[config.mk]
export PLATFORM = sky130hd
export DESIGN_NAME = ebs_seq
export DESIGN_NICKNAME = d
export VERILOG_FILES = /design/src/ebs_pkg.sv /design/src/ebs_clkdiv.sv /design/src/ebs_seq.sv
export SDC_FILE = /design/constraint.sdc
export NUM_CORES = 1
export LEC_CHECK = 0
export ABC_AREA = 1
export BUFFER_PORTS_ARGS = -buffer_cell sky130_fd_sc_hd__buf_2
export CELL_PAD_IN_SITES_DETAIL_PLACEMENT = 0
export CELL_PAD_IN_SITES_GLOBAL_PLACEMENT = 2
export CORE_ASPECT_RATIO = 1.25
export CORE_MARGIN = 2
export CORE_UTILIZATION = 29
export CTS_BUF_LIST = sky130_fd_sc_hd__clkbuf_2
export DETAILED_ROUTE_END_ITERATION = 7
export GPL_TIMING_DRIVEN = 0
export PLACE_DENSITY_LB_ADDON = 0.15
export REMOVE_ABC_BUFFERS = 1
export SYNTH_ARGS = -nofsm -noshare
export SYNTH_HDL_FRONTEND = slang
export SYNTH_SLANG_ARGS = --single-unit
export TNS_END_PERCENT = 30
[constraint.sdc]
create_clock -name clk -period 2.5 [get_ports clk]
set_clock_uncertainty 0.2 [all_clocks]
set_input_delay 0 -clock clk [delete_from_list [all_inputs] [get_ports clk]]
set_output_delay 0 -clock clk [all_outputs]
set_load 0.01 [all_outputs]
[src/ebs_pkg.sv]
/*
  Shared constants and types for the expansion bus sequencer.
  Assumes one clock domain (hclk) and plain configuration ports.
*/
`default_nettype none

package ebs_pkg;

  // ****************************************
  // Widths, divisor limits, select codes and latch bits
  // ****************************************
  localparam int          HAW      = 28;
  localparam int          EAW      = 26;
  localparam int          NCS      = 5;
  localparam int          SEGW     = 8;
  localparam int          TW       = 4;
  localparam logic [3:0]  DIV_MIN  = 4'h3;
  localparam logic [3:0]  DIV_MAX  = 4'hf;
  localparam logic [2:0]  CS_MISS  = 3'h7;
  localparam logic [2:0]  CS_FLASH = 3'h4;
  localparam int          ALE_BIT  = 9;
  localparam int          CLE_BIT  = 10;

  // ****************************************
  // Access sizes
  // ****************************************
  localparam logic [1:0]  SZ_BYTE  = 2'h0;
  localparam logic [1:0]  SZ_HALF  = 2'h1;
  localparam logic [1:0]  SZ_WORD  = 2'h2;

  // ****************************************
  // Sequencer states
  // ****************************************
  typedef enum logic [5:0] {
    S_IDLE = 6'h01,
    S_ADDR = 6'h02,
    S_STRB = 6'h04,
    S_HOLD = 6'h08,
    S_DONE = 6'h10,
    S_ERR  = 6'h20
  } ebs_state_e;

endpackage

`default_nettype wire

[src/ebs_clkdiv.sv]
/*
  Expansion clock divider: hclk divided by 3 to 15.
  Assumes the divisor is quasi-static while transfers run.
*/
`timescale 1ns/1ns
`default_nettype none

module ebs_clkdiv (
  // Clock and reset
  input  wire logic       clk,
  input  wire logic       resetn,
  input  wire logic       ce,
  // Divisor
  input  wire logic [3:0] div,
  // Divided clock
  output logic            tick,
  output logic            lvl
);

  logic [3:0] n;
  logic [3:0] cnt_r;

  // ****************************************
  // Clamp divisor to the legal range
  // ****************************************
  always_comb begin
    n = div;
    if (div < ebs_pkg::DIV_MIN) n = ebs_pkg::DIV_MIN;
  end

  // ****************************************
  // Period counter
  // ****************************************
  always_ff @(posedge clk or negedge resetn) begin
    if (!resetn) begin
      cnt_r <= 4'h0;
      tick  <= 1'b0;
      lvl   <= 1'b0;
    end else if (ce) begin
      cnt_r <= (cnt_r >= n - 4'h1) ? 4'h0 : cnt_r + 4'h1;
      tick  <= (cnt_r == n - 4'h1);
      lvl   <= (cnt_r < (n >> 1));
    end
  end

  a_tick_period: assert property (@(posedge clk) disable iff (!resetn)
    (tick && ce) |-> !$past(tick)) else $error("tick not a single pulse");

endmodule

`default_nettype wire

[src/ebs_seq.sv]
/*
  AHB slave expansion bus sequencer for 8/16-bit peripherals.
  Assumes AHB on clk, configuration ports held static during transfers.
*/
// Summary of operation
// - Half-word drops address bit 0, word drops bits 1 and 0.
// - 8-bit bus: byte, half and word address with 0, 1 or 2 beat bits.
// - 16-bit bus: haddr[26:1] for byte/half, mask from bit 0, word adds beat bit.
// - Peripheral address is address bits above beat bits; beat steps per cycle.
// - Select 4 pin is flash write strobe while flash mode is set, generic select 4 otherwise.
// - Expansion clock leaves the pin only while clock-out enable is set.
// - Both mode selectors clear means normal mode.
// - Select and strobe assert a setup count after the address.
// - Expansion clock is clk divided by 3 to 15; counts use it.
// - Read releases the bus and captures data when strobe ends.
// - Select ends on width expiry or a seen ready deassertion.
// - Write data stays driven a hold count after select ends.
// - Next transaction waits for the hold count to expire.
// - Address outside every select window gets an error response.
// - Ready is synchronised to clk before ending a cycle.
// - Ready enabled but never seen gives an error response.
// - Outside strobe mode, reads pulse only the read strobe, writes only the write strobe.
// - Address-latch mode sends address then data with a high latch strobe.
// - Address held for the hold time before data; also on address lines.
// - Strobe mode: write pin is direction, read pin is command strobe.
// - Flash access uses its own select pin and normal-mode cycles.
// - Flash strobes also toggle on accesses to selects 0 to 3.
// - Flash latch enables follow address bits 9 and 10.
// - Words to narrow buses go out over several beats, AHB stalled.
// - Byte read data is replicated across all AHB byte lanes, half-word data across both halves.
`timescale 1ns/1ns
`default_nettype none

module ebs_seq (
  // Clock and reset
  input  wire logic        clk,
  input  wire logic        resetn,
  input  wire logic        ce,
  // AHB slave
  input  wire logic        hsel,
  input  wire logic [1:0]  htrans,
  input  wire logic        hwrite,
  input  wire logic [2:0]  hsize,
  input  wire logic [27:0] haddr,
  input  wire logic [31:0] hwdata,
  input  wire logic        hready_in,
  output logic      [31:0] hrdata,
  output logic             hreadyout,
  output logic             hresp,
  // Configuration
  input  wire logic [39:0] cs_base,
  input  wire logic [39:0] cs_seg,
  input  wire logic [4:0]  ale_mode_sel,
  input  wire logic [4:0]  strobe_mode_sel,
  input  wire logic [4:0]  rdy_en,
  input  wire logic [4:0]  bus16,
  input  wire logic        flash_mode,
  input  wire logic        select4_generic_enable,
  input  wire logic        clk_out_enable,
  input  wire logic [3:0]  clk_div,
  input  wire logic [3:0]  t_setup,
  input  wire logic [3:0]  t_width,
  input  wire logic [3:0]  t_hold,
  input  wire logic [3:0]  t_ahold,
  input  wire logic        rw_pol,
  input  wire logic        strb_pol,
  // Expansion pins
  output logic             exp_clk,
  output logic      [25:0] exp_addr,
  output logic      [15:0] exp_dout,
  output logic             exp_doe,
  input  wire logic [15:0] exp_din,
  input  wire logic        exp_rdy,
  output logic      [3:0]  cs_n,
  output logic             select4_pin_n,
  output logic             write_strobe_n,
  output logic             read_strobe_n,
  output logic             ale,
  output logic      [1:0]  write_byte_mask,
  output logic             flash_read_strobe_n,
  output logic             flash_select_pin_n,
  output logic             flash_ale,
  output logic             flash_cle
);

  // ****************************************
  // Functions
  // ****************************************
  function automatic logic [2:0] hit_f(input logic [7:0] a, input logic [39:0] b,
                                       input logic [39:0] s, input logic en4);
    logic [2:0] r;
    r = ebs_pkg::CS_MISS;
    for (int i = ebs_pkg::NCS - 1; i >= 0; i--) begin
      if ((i < 4 || en4) && (a - b[8*i +: 8]) < s[8*i +: 8]) r = 3'(i);
    end
    return r;
  endfunction

  function automatic logic [1:0] last_f(input logic [1:0] sz, input logic b16);
    if (sz == ebs_pkg::SZ_WORD) return b16 ? 2'h1 : 2'h3;
    if (sz == ebs_pkg::SZ_HALF) return b16 ? 2'h0 : 2'h1;
    return 2'h0;
  endfunction

  function automatic logic [25:0] addr_f(input logic [27:0] a, input logic [1:0] sz,
                                         input logic b16, input logic [1:0] bt);
    if (b16) begin
      if (sz == ebs_pkg::SZ_WORD) return {a[26:2], bt[0]};
      return a[26:1];
    end
    if (sz == ebs_pkg::SZ_WORD) return {a[25:2], bt};
    if (sz == ebs_pkg::SZ_HALF) return {a[25:1], bt[0]};
    return a[25:0];
  endfunction

  // ****************************************
  // Request state
  // ****************************************
  ebs_pkg::ebs_state_e st_r;
  logic [27:0] a_r;
  logic [1:0]  sz_r;
  logic        wr_r;
  logic [2:0]  cs_r;
  logic        b16_r;
  logic        ale_r;
  logic        strb_r;
  logic        use_rdy_r;
  logic        flash_r;
  logic        wcap_r;
  logic [31:0] wdat_r;
  logic [31:0] rd_r;
  logic [1:0]  beat_r;
  logic [1:0]  last_r;
  logic [3:0]  cnt_r;
  logic        err_r;
  logic        seen_r;
  logic        rdy_s1;
  logic        rdy_s2;
  logic        rdy_s3;
  logic        rdy_fall;
  logic        tick;
  logic        lvl;
  logic        take;
  logic [2:0]  hit;
  logic        strb_end;
  logic [25:0] ea;
  logic [1:0]  lane;

  ebs_clkdiv u_div (
    .clk    (clk),
    .resetn (resetn),
    .ce     (ce),
    .div    (clk_div),
    .tick   (tick),
    .lvl    (lvl)
  );

  assign take     = hsel && htrans[1] && hready_in && hreadyout && st_r == ebs_pkg::S_IDLE;
  assign hit      = hit_f(haddr[27:20], cs_base, cs_seg, flash_mode | select4_generic_enable);
  assign rdy_fall = rdy_s3 && !rdy_s2;
  assign strb_end = (cnt_r == 4'h0) || (use_rdy_r && rdy_fall);
  assign ea       = addr_f(a_r, sz_r, b16_r, beat_r);

  // ****************************************
  // Ready synchroniser
  // ****************************************
  always_ff @(posedge clk or negedge resetn) begin
    if (!resetn) begin
      rdy_s1 <= 1'b0;
      rdy_s2 <= 1'b0;
      rdy_s3 <= 1'b0;
    end else if (ce) begin
      rdy_s1 <= exp_rdy;
      rdy_s2 <= rdy_s1;
      rdy_s3 <= rdy_s2;
    end
  end

  // ****************************************
  // Sequencer
  // ****************************************
  always_ff @(posedge clk or negedge resetn) begin
    if (!resetn) begin
      st_r   <= ebs_pkg::S_IDLE;
      cnt_r  <= 4'h0;
      beat_r <= 2'h0;
      err_r  <= 1'b0;
      seen_r <= 1'b0;
    end else if (ce) begin
      unique case (st_r)
        ebs_pkg::S_IDLE: begin
          err_r  <= 1'b0;
          beat_r <= 2'h0;
          if (take && hit == ebs_pkg::CS_MISS) begin
            err_r <= 1'b1;
            st_r  <= ebs_pkg::S_DONE;
          end else if (take) begin
            cnt_r <= t_setup;
            st_r  <= ebs_pkg::S_ADDR;
          end
        end
        ebs_pkg::S_ADDR: begin
          seen_r <= 1'b0;
          if (cnt_r == 4'h0) begin
            cnt_r <= t_width;
            st_r  <= ebs_pkg::S_STRB;
          end else if (tick) begin
            cnt_r <= cnt_r - 4'h1;
          end
        end
        ebs_pkg::S_STRB: begin
          if (strb_end) begin
            if (use_rdy_r && !rdy_fall && !seen_r) err_r <= 1'b1;
            cnt_r <= t_hold;
            st_r  <= ebs_pkg::S_HOLD;
          end else if (tick) begin
            cnt_r <= cnt_r - 4'h1;
          end
          if (rdy_fall) seen_r <= 1'b1;
        end
        ebs_pkg::S_HOLD: begin
          if (cnt_r == 4'h0) begin
            if (beat_r == last_r) begin
              st_r <= ebs_pkg::S_DONE;
            end else begin
              beat_r <= beat_r + 2'h1;
              cnt_r  <= t_setup;
              st_r   <= ebs_pkg::S_ADDR;
            end
          end else if (tick) begin
            cnt_r <= cnt_r - 4'h1;
          end
        end
        ebs_pkg::S_DONE: begin
          st_r <= err_r ? ebs_pkg::S_ERR : ebs_pkg::S_IDLE;
        end
        ebs_pkg::S_ERR: begin
          st_r <= ebs_pkg::S_IDLE;
        end
        default: begin
          st_r <= ebs_pkg::S_IDLE;
        end
      endcase
    end
  end

  // ****************************************
  // Request capture
  // ****************************************
  always_ff @(posedge clk or negedge resetn) begin
    if (!resetn) begin
      a_r       <= 28'h0;
      sz_r      <= 2'h0;
      wr_r      <= 1'b0;
      cs_r      <= 3'h0;
      b16_r     <= 1'b0;
      ale_r     <= 1'b0;
      strb_r    <= 1'b0;
      use_rdy_r <= 1'b0;
      flash_r   <= 1'b0;
      last_r    <= 2'h0;
      wcap_r    <= 1'b0;
      wdat_r    <= 32'h0;
    end else if (ce) begin
      wcap_r <= take && hwrite;
      if (wcap_r) wdat_r <= hwdata;
      if (take && hit != ebs_pkg::CS_MISS) begin
        a_r       <= haddr;
        sz_r      <= (hsize[1:0] > ebs_pkg::SZ_WORD) ? ebs_pkg::SZ_WORD : hsize[1:0];
        wr_r      <= hwrite;
        cs_r      <= hit;
        flash_r   <= flash_mode && hit == ebs_pkg::CS_FLASH;
        b16_r     <= bus16[hit];
        last_r    <= last_f((hsize[1:0] > ebs_pkg::SZ_WORD) ? ebs_pkg::SZ_WORD : hsize[1:0], bus16[hit]);
        use_rdy_r <= rdy_en[hit];
        // Flash cycles always run as normal mode
        ale_r     <= ale_mode_sel[hit] && !strobe_mode_sel[hit] &&
                     !(flash_mode && hit == ebs_pkg::CS_FLASH);
        strb_r    <= strobe_mode_sel[hit] && !ale_mode_sel[hit] &&
                     !(flash_mode && hit == ebs_pkg::CS_FLASH);
      end
    end
  end

  // ****************************************
  // Read assembly and AHB response
  // ****************************************
  always_ff @(posedge clk or negedge resetn) begin
    if (!resetn) begin
      rd_r      <= 32'h0;
      hrdata    <= 32'h0;
      hreadyout <= 1'b1;
      hresp     <= 1'b0;
    end else if (ce) begin
      if (st_r == ebs_pkg::S_STRB && strb_end && !wr_r) begin
        if (b16_r) rd_r[16*beat_r[0] +: 16] <= exp_din;
        else rd_r[8*beat_r +: 8] <= exp_din[7:0];
      end
      if (take) hreadyout <= 1'b0;
      if (st_r == ebs_pkg::S_IDLE) hresp <= 1'b0;
      if (st_r == ebs_pkg::S_DONE) begin
        hresp     <= err_r;
        hreadyout <= !err_r;
        if (sz_r == ebs_pkg::SZ_WORD) hrdata <= rd_r;
        else if (sz_r == ebs_pkg::SZ_HALF) hrdata <= {2{rd_r[15:0]}};
        else if (b16_r && a_r[0]) hrdata <= {4{rd_r[15:8]}};
        else hrdata <= {4{rd_r[7:0]}};
      end
      if (st_r == ebs_pkg::S_ERR) hreadyout <= 1'b1;
    end
  end

  // ****************************************
  // Expansion pins
  // ****************************************
  always_comb begin
    lane = beat_r;
    if (b16_r) lane = (sz_r == ebs_pkg::SZ_WORD) ? {1'b0, beat_r[0]} : {1'b0, a_r[1]};
    else if (sz_r == ebs_pkg::SZ_BYTE) lane = a_r[1:0];
    else if (sz_r == ebs_pkg::SZ_HALF) lane = {a_r[1], beat_r[0]};
  end

  always_ff @(posedge clk or negedge resetn) begin
    if (!resetn) begin
      exp_clk             <= 1'b0;
      exp_addr            <= 26'h0;
      exp_dout            <= 16'h0;
      exp_doe             <= 1'b0;
      cs_n                <= 4'hf;
      select4_pin_n       <= 1'b1;
      write_strobe_n      <= 1'b1;
      read_strobe_n       <= 1'b1;
      ale                 <= 1'b0;
      write_byte_mask     <= 2'h0;
      flash_read_strobe_n <= 1'b1;
      flash_select_pin_n  <= 1'b1;
      flash_ale           <= 1'b0;
      flash_cle           <= 1'b0;
    end else if (ce) begin
      exp_clk  <= clk_out_enable && lvl;
      exp_addr <= ea;
      flash_ale <= flash_r && ea[ebs_pkg::ALE_BIT];
      flash_cle <= flash_r && ea[ebs_pkg::CLE_BIT];
      flash_select_pin_n <= !(flash_r && (st_r == ebs_pkg::S_ADDR ||
                              st_r == ebs_pkg::S_STRB || st_r == ebs_pkg::S_HOLD));
      // Address latch phase ends t_ahold ticks before the strobe
      ale <= ale_r && st_r == ebs_pkg::S_ADDR && cnt_r > t_ahold;
      if (ale_r && st_r == ebs_pkg::S_ADDR) begin
        exp_dout <= ea[15:0];
        exp_doe  <= 1'b1;
      end else begin
        exp_dout <= b16_r ? wdat_r[16*lane[0] +: 16] : {8'h0, wdat_r[8*lane +: 8]};
        exp_doe  <= wr_r && (st_r == ebs_pkg::S_STRB || st_r == ebs_pkg::S_HOLD ||
                    st_r == ebs_pkg::S_ADDR);
      end
      write_byte_mask <= (b16_r && sz_r == ebs_pkg::SZ_BYTE) ?
                         (a_r[0] ? 2'h1 : 2'h2) : 2'h0;
      cs_n <= 4'hf;
      if (st_r == ebs_pkg::S_STRB && !strb_end && cs_r < 3'h4) cs_n[cs_r[1:0]] <= 1'b0;
      if (flash_mode)
        select4_pin_n <= !(st_r == ebs_pkg::S_STRB && !strb_end && wr_r);
      else
        select4_pin_n <= !(st_r == ebs_pkg::S_STRB && !strb_end && cs_r == 3'h4);
      flash_read_strobe_n <= !(flash_mode && st_r == ebs_pkg::S_STRB && !strb_end && !wr_r);
      if (strb_r) begin
        write_strobe_n <= rw_pol ? !wr_r : wr_r;
        read_strobe_n  <= strb_pol ? (st_r == ebs_pkg::S_STRB && !strb_end)
                                   : !(st_r == ebs_pkg::S_STRB && !strb_end);
      end else begin
        write_strobe_n <= !(st_r == ebs_pkg::S_STRB && !strb_end && wr_r && !flash_r);
        read_strobe_n  <= !(st_r == ebs_pkg::S_STRB && !strb_end && !wr_r && !flash_r);
      end
    end
  end

  // ****************************************
  // Assertions
  // ****************************************
  a_setup_wait: assert property (@(posedge clk) disable iff (!resetn)
    (st_r == ebs_pkg::S_ADDR && cnt_r != 4'h0) |=> st_r == ebs_pkg::S_ADDR)
    else $error("strobe before setup count");

  a_hold_wait: assert property (@(posedge clk) disable iff (!resetn)
    (st_r == ebs_pkg::S_HOLD && cnt_r != 4'h0) |=> st_r == ebs_pkg::S_HOLD)
    else $error("next cycle before hold count");

  a_rdy_end: assert property (@(posedge clk) disable iff (!resetn)
    (ce && st_r == ebs_pkg::S_STRB && use_rdy_r && rdy_fall) |=> st_r == ebs_pkg::S_HOLD)
    else $error("ready fall did not end select");

  a_rdy_error: assert property (@(posedge clk) disable iff (!resetn)
    (ce && st_r == ebs_pkg::S_STRB && cnt_r == 4'h0 && use_rdy_r && !rdy_fall && !seen_r)
    |=> err_r) else $error("missing ready not flagged");

  a_err_resp: assert property (@(posedge clk) disable iff (!resetn)
    (ce && st_r == ebs_pkg::S_ERR) |=> hresp && hreadyout && $past(hresp) && !$past(hreadyout))
    else $error("bad error response");

  a_busy_wait: assert property (@(posedge clk) disable iff (!resetn)
    (st_r != ebs_pkg::S_IDLE && st_r != ebs_pkg::S_ERR) |-> !hreadyout)
    else $error("ready during transfer");

  a_one_strobe: assert property (@(posedge clk) disable iff (!resetn)
    !strb_r |-> !(!write_strobe_n && !read_strobe_n))
    else $error("both strobes active");

  a_addr_stable: assert property (@(posedge clk) disable iff (!resetn)
    (st_r == ebs_pkg::S_STRB && $past(st_r) == ebs_pkg::S_STRB) |-> $stable(exp_addr))
    else $error("address moved during strobe");

  a_clk_off: assert property (@(posedge clk) disable iff (!resetn)
    ($past(ce) && !$past(clk_out_enable)) |-> !exp_clk)
    else $error("clock out while disabled");

  a_read_repl: assert property (@(posedge clk) disable iff (!resetn)
    ($rose(hreadyout) && !hresp && !wr_r && sz_r == ebs_pkg::SZ_BYTE)
    |-> hrdata[31:24] == hrdata[7:0]) else $error("byte not replicated");

endmodule

`default_nettype wire

==> run summary <==
The run finished, with violations left. The final reports fail on setup timing. The horizontal die dimension was 196 um; the ratio of cells with drive above 1 in the final layout was 0.277. The met1 layer usage reported by global route is 0.245. For this run, the slowest stage of the critical path takes 580 ps. TritonCTS created 61 clock buffers.

Entering global routing, the biggest net connects 101 pins. For the final routed database, the setup TNS stands at -9.84 ps. After detailed routing, the total wire length is 51,300 um. The tools report the global routing usage on met2 as 0.391. Traced cell by cell, the critical path runs through dlygate4sd3_1 -> buf_2 -> dlygate4sd3_1 -> nor2_1 -> nor2_1 -> ha_1 -> xnor2_1 -> dlygate4sd3_1 -> ha_1 -> nand2_1 -> inv_1 -> nand3_1 -> o2111ai_2 -> nand2_1 -> inv_1 -> a21oi_1.

The first detailed-routing pass took 5 iterations. For this run, design rule violations remaining after detail routing come to 0. For the tightest slew margin relative to the limit, the log shows 0.500. Initial antenna violation count: 6.

In this run the count of I/O pins placed on the die edge is 305. For this block, the initial DRC count from the detailed router was 601. The net count of the finished layout is 2,717. The sequential share of power is 0.366. Level count of the clock H-tree: 2.

Setup repair after global routing could not meet its margin everywhere. For the global-route usage over all layers, the log shows 0.211. Counting both buffers and inverters, the worst setup path holds a total of 6.

Capturing element of the worst setup path: u_div.cnt_r[2]. The endpoint identified for the worst register-to-register timing path is rd_r[21]. The total setup violations reported at the end of the flow is 1. The tools report the nature of the critical path endpoint as a register. For the leakage power, the log shows 10.7 nW.

The chip height works out to 244 um. The cell family contributing the most delay on the critical path is buffers and inverters. The maximum vdd drop is 283 uV. The run gives 0.216 as the clock network fraction of design power. The tools report the post-route total power as 0.0127 W. The worst register-to-register path begins at beat_r[0]. The post-CTS clock slew at the launch and capture registers of the worst setup and hold paths was 110 ps. The most repeated cell in the gate-level netlist after synthesis is sky130_fd_sc_hd__nand2_1.

The logs give 0.470 for the utilization after layout and 398 MHz for the upper clock frequency limit. The number of rows created at floorplan is 87. The run gives 57 as the count of cell types in the netlist.

The buffer levels on the longest clock path was 3; the standard cell area after detailed placement was 15,500 um2. Data on the critical path is required at its endpoint by 3250 ps. Main flop type after synthesis: sky130_fd_sc_hd__dfrtp_1.

The post-detailed-route via-to-cell ratio is 4.63. The fraction of post-synthesis cell area in the top cell type by area works out to 0.392. The die area was 47,700 um2. The average instance in the mapped netlist occupies 7.99 um2.

The global-route track usage on met3 is 0.0453, and the number of synthesized flops with an enable pin is 0. The run gives 1020 ps as the worst-skew pair later-pin latency. The switching power share of the total works out to 0.404. For this design, the slowest cell found on the critical path is sky130_fd_sc_hd__dlygate4sd3_1. The number of hold violations in the final report is 0. Synthesis produced a netlist whose cell count is 1,668. TritonCTS built the clock tree. The tools report the number of slew-limit violations in the final report as 0. By instance count, the cell type seen most on the critical path is sky130_fd_sc_hd__dlygate4sd3_1. For the pin with the worst max-slew slack, the measured transition is 750 ps. The number of maximum-capacitance violations was 0. The commonest cells after synthesis are sky130_fd_sc_hd__nand2_1 (340), sky130_fd_sc_hd__dfrtp_1 (209), sky130_fd_sc_hd__inv_1 (199).

For this run the aggregate overflow at the end of global routing stands at 0. The tools report the part of the total power dissipated in combinational logic as 0.418. The cell area after technology mapping was 13,300 um2. The worst setup path is of the in -> reg kind. The biggest fanout along the worst timing path came out at 3. The fraction of the yosys area taken by sequential cells was 0.414.

The worst reg-to-reg path cell count is 7. The run gives 0 as the number of warnings reported in the yosys synthesis log. The logs give 0.294 for the initial standard-cell utilization of the core and 78,900 um for the wire length of the first global-routing pass. The internal power component was 0.00755 W.

For this design the ratio of total power to cell area is 595 nW/um2. The worst path setup slack after routing came out at -9.84 ps. The finished layout holds 3,043 standard cells, fillers aside.

STA classifies the critical path startpoint as a primary input. The area of the core was 45,300 um2; the fraction of the cycle the final worst path needs was 1.00. The clock period minus final worst setup slack works out to 2510 ps. In this run, placement finished with an instance count of 2,490. The post-synthesis to final-layout area growth works out to 59.7%. The number of logic stages on the critical path including buffering works out to 16. After detailed routing, the average wire length per cell comes to 16.9 um. The congestion estimate from routability-driven global placement came to 0.781.

The detail route stage leaves a number of antenna-violating nets equal to 0. sky130_fd_sc_hd__dfrtp_1 takes more of the synthesized area than any other cell. Across all layers, the routed design uses 14,100 vias.

After legalization and detailed placement, the total HPWL measured 32,700 um. For the critical path data arrival time, the log shows 3260 ps. The cell chosen for the clock root was sky130_fd_sc_hd__clkbuf_2. Synthesis-stage register bit count: 220.

After synthesis, the cell types taking the most area are sky130_fd_sc_hd__dfrtp_1 (39%), sky130_fd_sc_hd__nand2_1 (9.6%), sky130_fd_sc_hd__ha_1 (8.2%), sky130_fd_sc_hd__a21oi_1 (6.7%), sky130_fd_sc_hd__inv_1 (5.6%). The total number of clock tree sinks is 220, and the quantity of I/O buffers inserted on ports is 302. The async set-reset flop share out of synthesis was 1.00.

The setup slack on the worst flop-to-flop path is 90 ps, and the via count of the first global-routing pass is 14,600. Switching power summed over all nets: 0.00511 W. Class of the tightest hold or removal check: in -> reg. Start point of the critical path: clk_div[3].

The global routing stage identified its most utilized layer as met2. Once layout is done, the placed cells without fillers occupy 21,300 um2.
## routing by layer
| metal | vias to the layer above | wire, um |
|---|---|---|
| met5 | - | 55 |
| met3 | 93 | 2650 |
| met4 | 8 | 1190 |
| met1 | 6577 | 21000 |
| li1 | 7080 | - |
| met2 | 333 | 26400 |
## power groups by stage
stage                     logic [W]  clock network [W]  registers, W
after global routing        0.00594            0.00308       0.00472
after floorplan             0.00240                  0       0.00484
after global placement      0.00408                  0       0.00474
final                       0.00529            0.00274       0.00463
after detailed placement    0.00416                  0       0.00473
after CTS                   0.00501            0.00290       0.00467
## worst min-delay path: cells and delay by family
family | cells | cell delay (ps)
AND/OR/NAND/NOR | 5 | 350
AO/OA/AOI/OAI | 3 | 240
buffers and inverters | 3 | 240
adder cells (fa/ha/maj) | 1 | 160
XOR/XNOR | 2 | 210
## per-stage QoR
step / setup slack, ps / hold slack, ps
floorplan: -1120 / -496
global placement: -3040 / -0.783
detailed placement: -2400 / -309
CTS: -24.0 / -989
global route: -112 / 33.2
finish: -9.84 / 43.2
## flip-flops by register name (all words and copies together), names as in the netlist, 2 cells and up
signal	flops
a_r	27
beat_r	2
cnt_r	4
cs_n	4
cs_r	3
exp_addr	26
exp_dout	16
hrdata	32
last_r	2
rd_r	32
st_r	6
sz_r	2
u_div.cnt_r	4
wdat_r	32
write_byte_mask	2
## final cells by class
type	instances	area [um2]
Antenna cell	3	7.51
Clock buffer	99	495
Clock inverter	14	62.6
Fill cell	4506	24000
Inverter	210	875
Multi-Input combinational cell	1174	7430
Sequential cell	220	5530
Tap cell	578	723
Timing Repair Buffer	738	6040
Timing Repair inverter	7	136
## what timing repair did
| action | in CTS | in global routing |
|---|---|---|
| gates resized for setup | 73 | 147 |
| endpoints found under the setup margin | 117 | 125 |
| pin swaps | 12 | 53 |
| hold endpoints to repair | 411 | 1 |
| cloned | 5 | 4 |
| hold buffers | 375 | 2 |
| buffers inserted | 28 | 23 |
## cells in the final DEF, fill, tap and decap left out, types with 7 or more instances in the layout
cell,instances
sky130_fd_sc_hd__a21oi_1,158
sky130_fd_sc_hd__a21oi_2,19
sky130_fd_sc_hd__a22oi_1,8
sky130_fd_sc_hd__a32oi_1,8
sky130_fd_sc_hd__buf_12,10
sky130_fd_sc_hd__buf_2,296
sky130_fd_sc_hd__buf_4,40
sky130_fd_sc_hd__buf_6,8
sky130_fd_sc_hd__clkbuf_2,99
sky130_fd_sc_hd__clkinv_1,10
sky130_fd_sc_hd__dfrtp_1,207
sky130_fd_sc_hd__dfstp_2,11
sky130_fd_sc_hd__dlygate4sd3_1,375
sky130_fd_sc_hd__ha_1,77
sky130_fd_sc_hd__ha_4,10
sky130_fd_sc_hd__inv_1,191
sky130_fd_sc_hd__mux2_2,24
sky130_fd_sc_hd__nand2_1,306
sky130_fd_sc_hd__nand2_2,30
sky130_fd_sc_hd__nand2_4,17
sky130_fd_sc_hd__nand3_1,56
sky130_fd_sc_hd__nand3_2,11
sky130_fd_sc_hd__nand4_1,7
sky130_fd_sc_hd__nor2_1,127
sky130_fd_sc_hd__nor2_2,9
sky130_fd_sc_hd__nor2_4,8
sky130_fd_sc_hd__o211ai_1,19
sky130_fd_sc_hd__o21a_1,11
sky130_fd_sc_hd__o21ai_0,113
sky130_fd_sc_hd__o21ai_1,16
sky130_fd_sc_hd__o21ai_2,19
sky130_fd_sc_hd__o22ai_1,10
sky130_fd_sc_hd__xnor2_1,17
sky130_fd_sc_hd__xor2_1,20
## worst min path at each step
stage	from	to	slack [ps]	depth (start not counted)
after floorplan	resetn	a_r[0]	-500	0
after global placement	haddr[17]	a_r[17]	-0.8	3
after detailed placement	resetn	hrdata[20]	-310	1
after CTS	haddr[21]	a_r[21]	-990	3
after global routing	cs_seg[9]	use_rdy_r	30	11
final	cs_base[39]	use_rdy_r	40	14
## cell families after synthesis
group / count (synthesis) / share of synthesized area
mux: 24 / 0.0203
buf+inv: 276 / 0.0816
compound gates: 424 / 0.182
flops: 220 / 0.414
xor+xnor: 37 / 0.0243
simple gates: 595 / 0.189
fa+ha+maj: 92 / 0.0892
No activity file was read; power rests on OpenSTA's default activity.
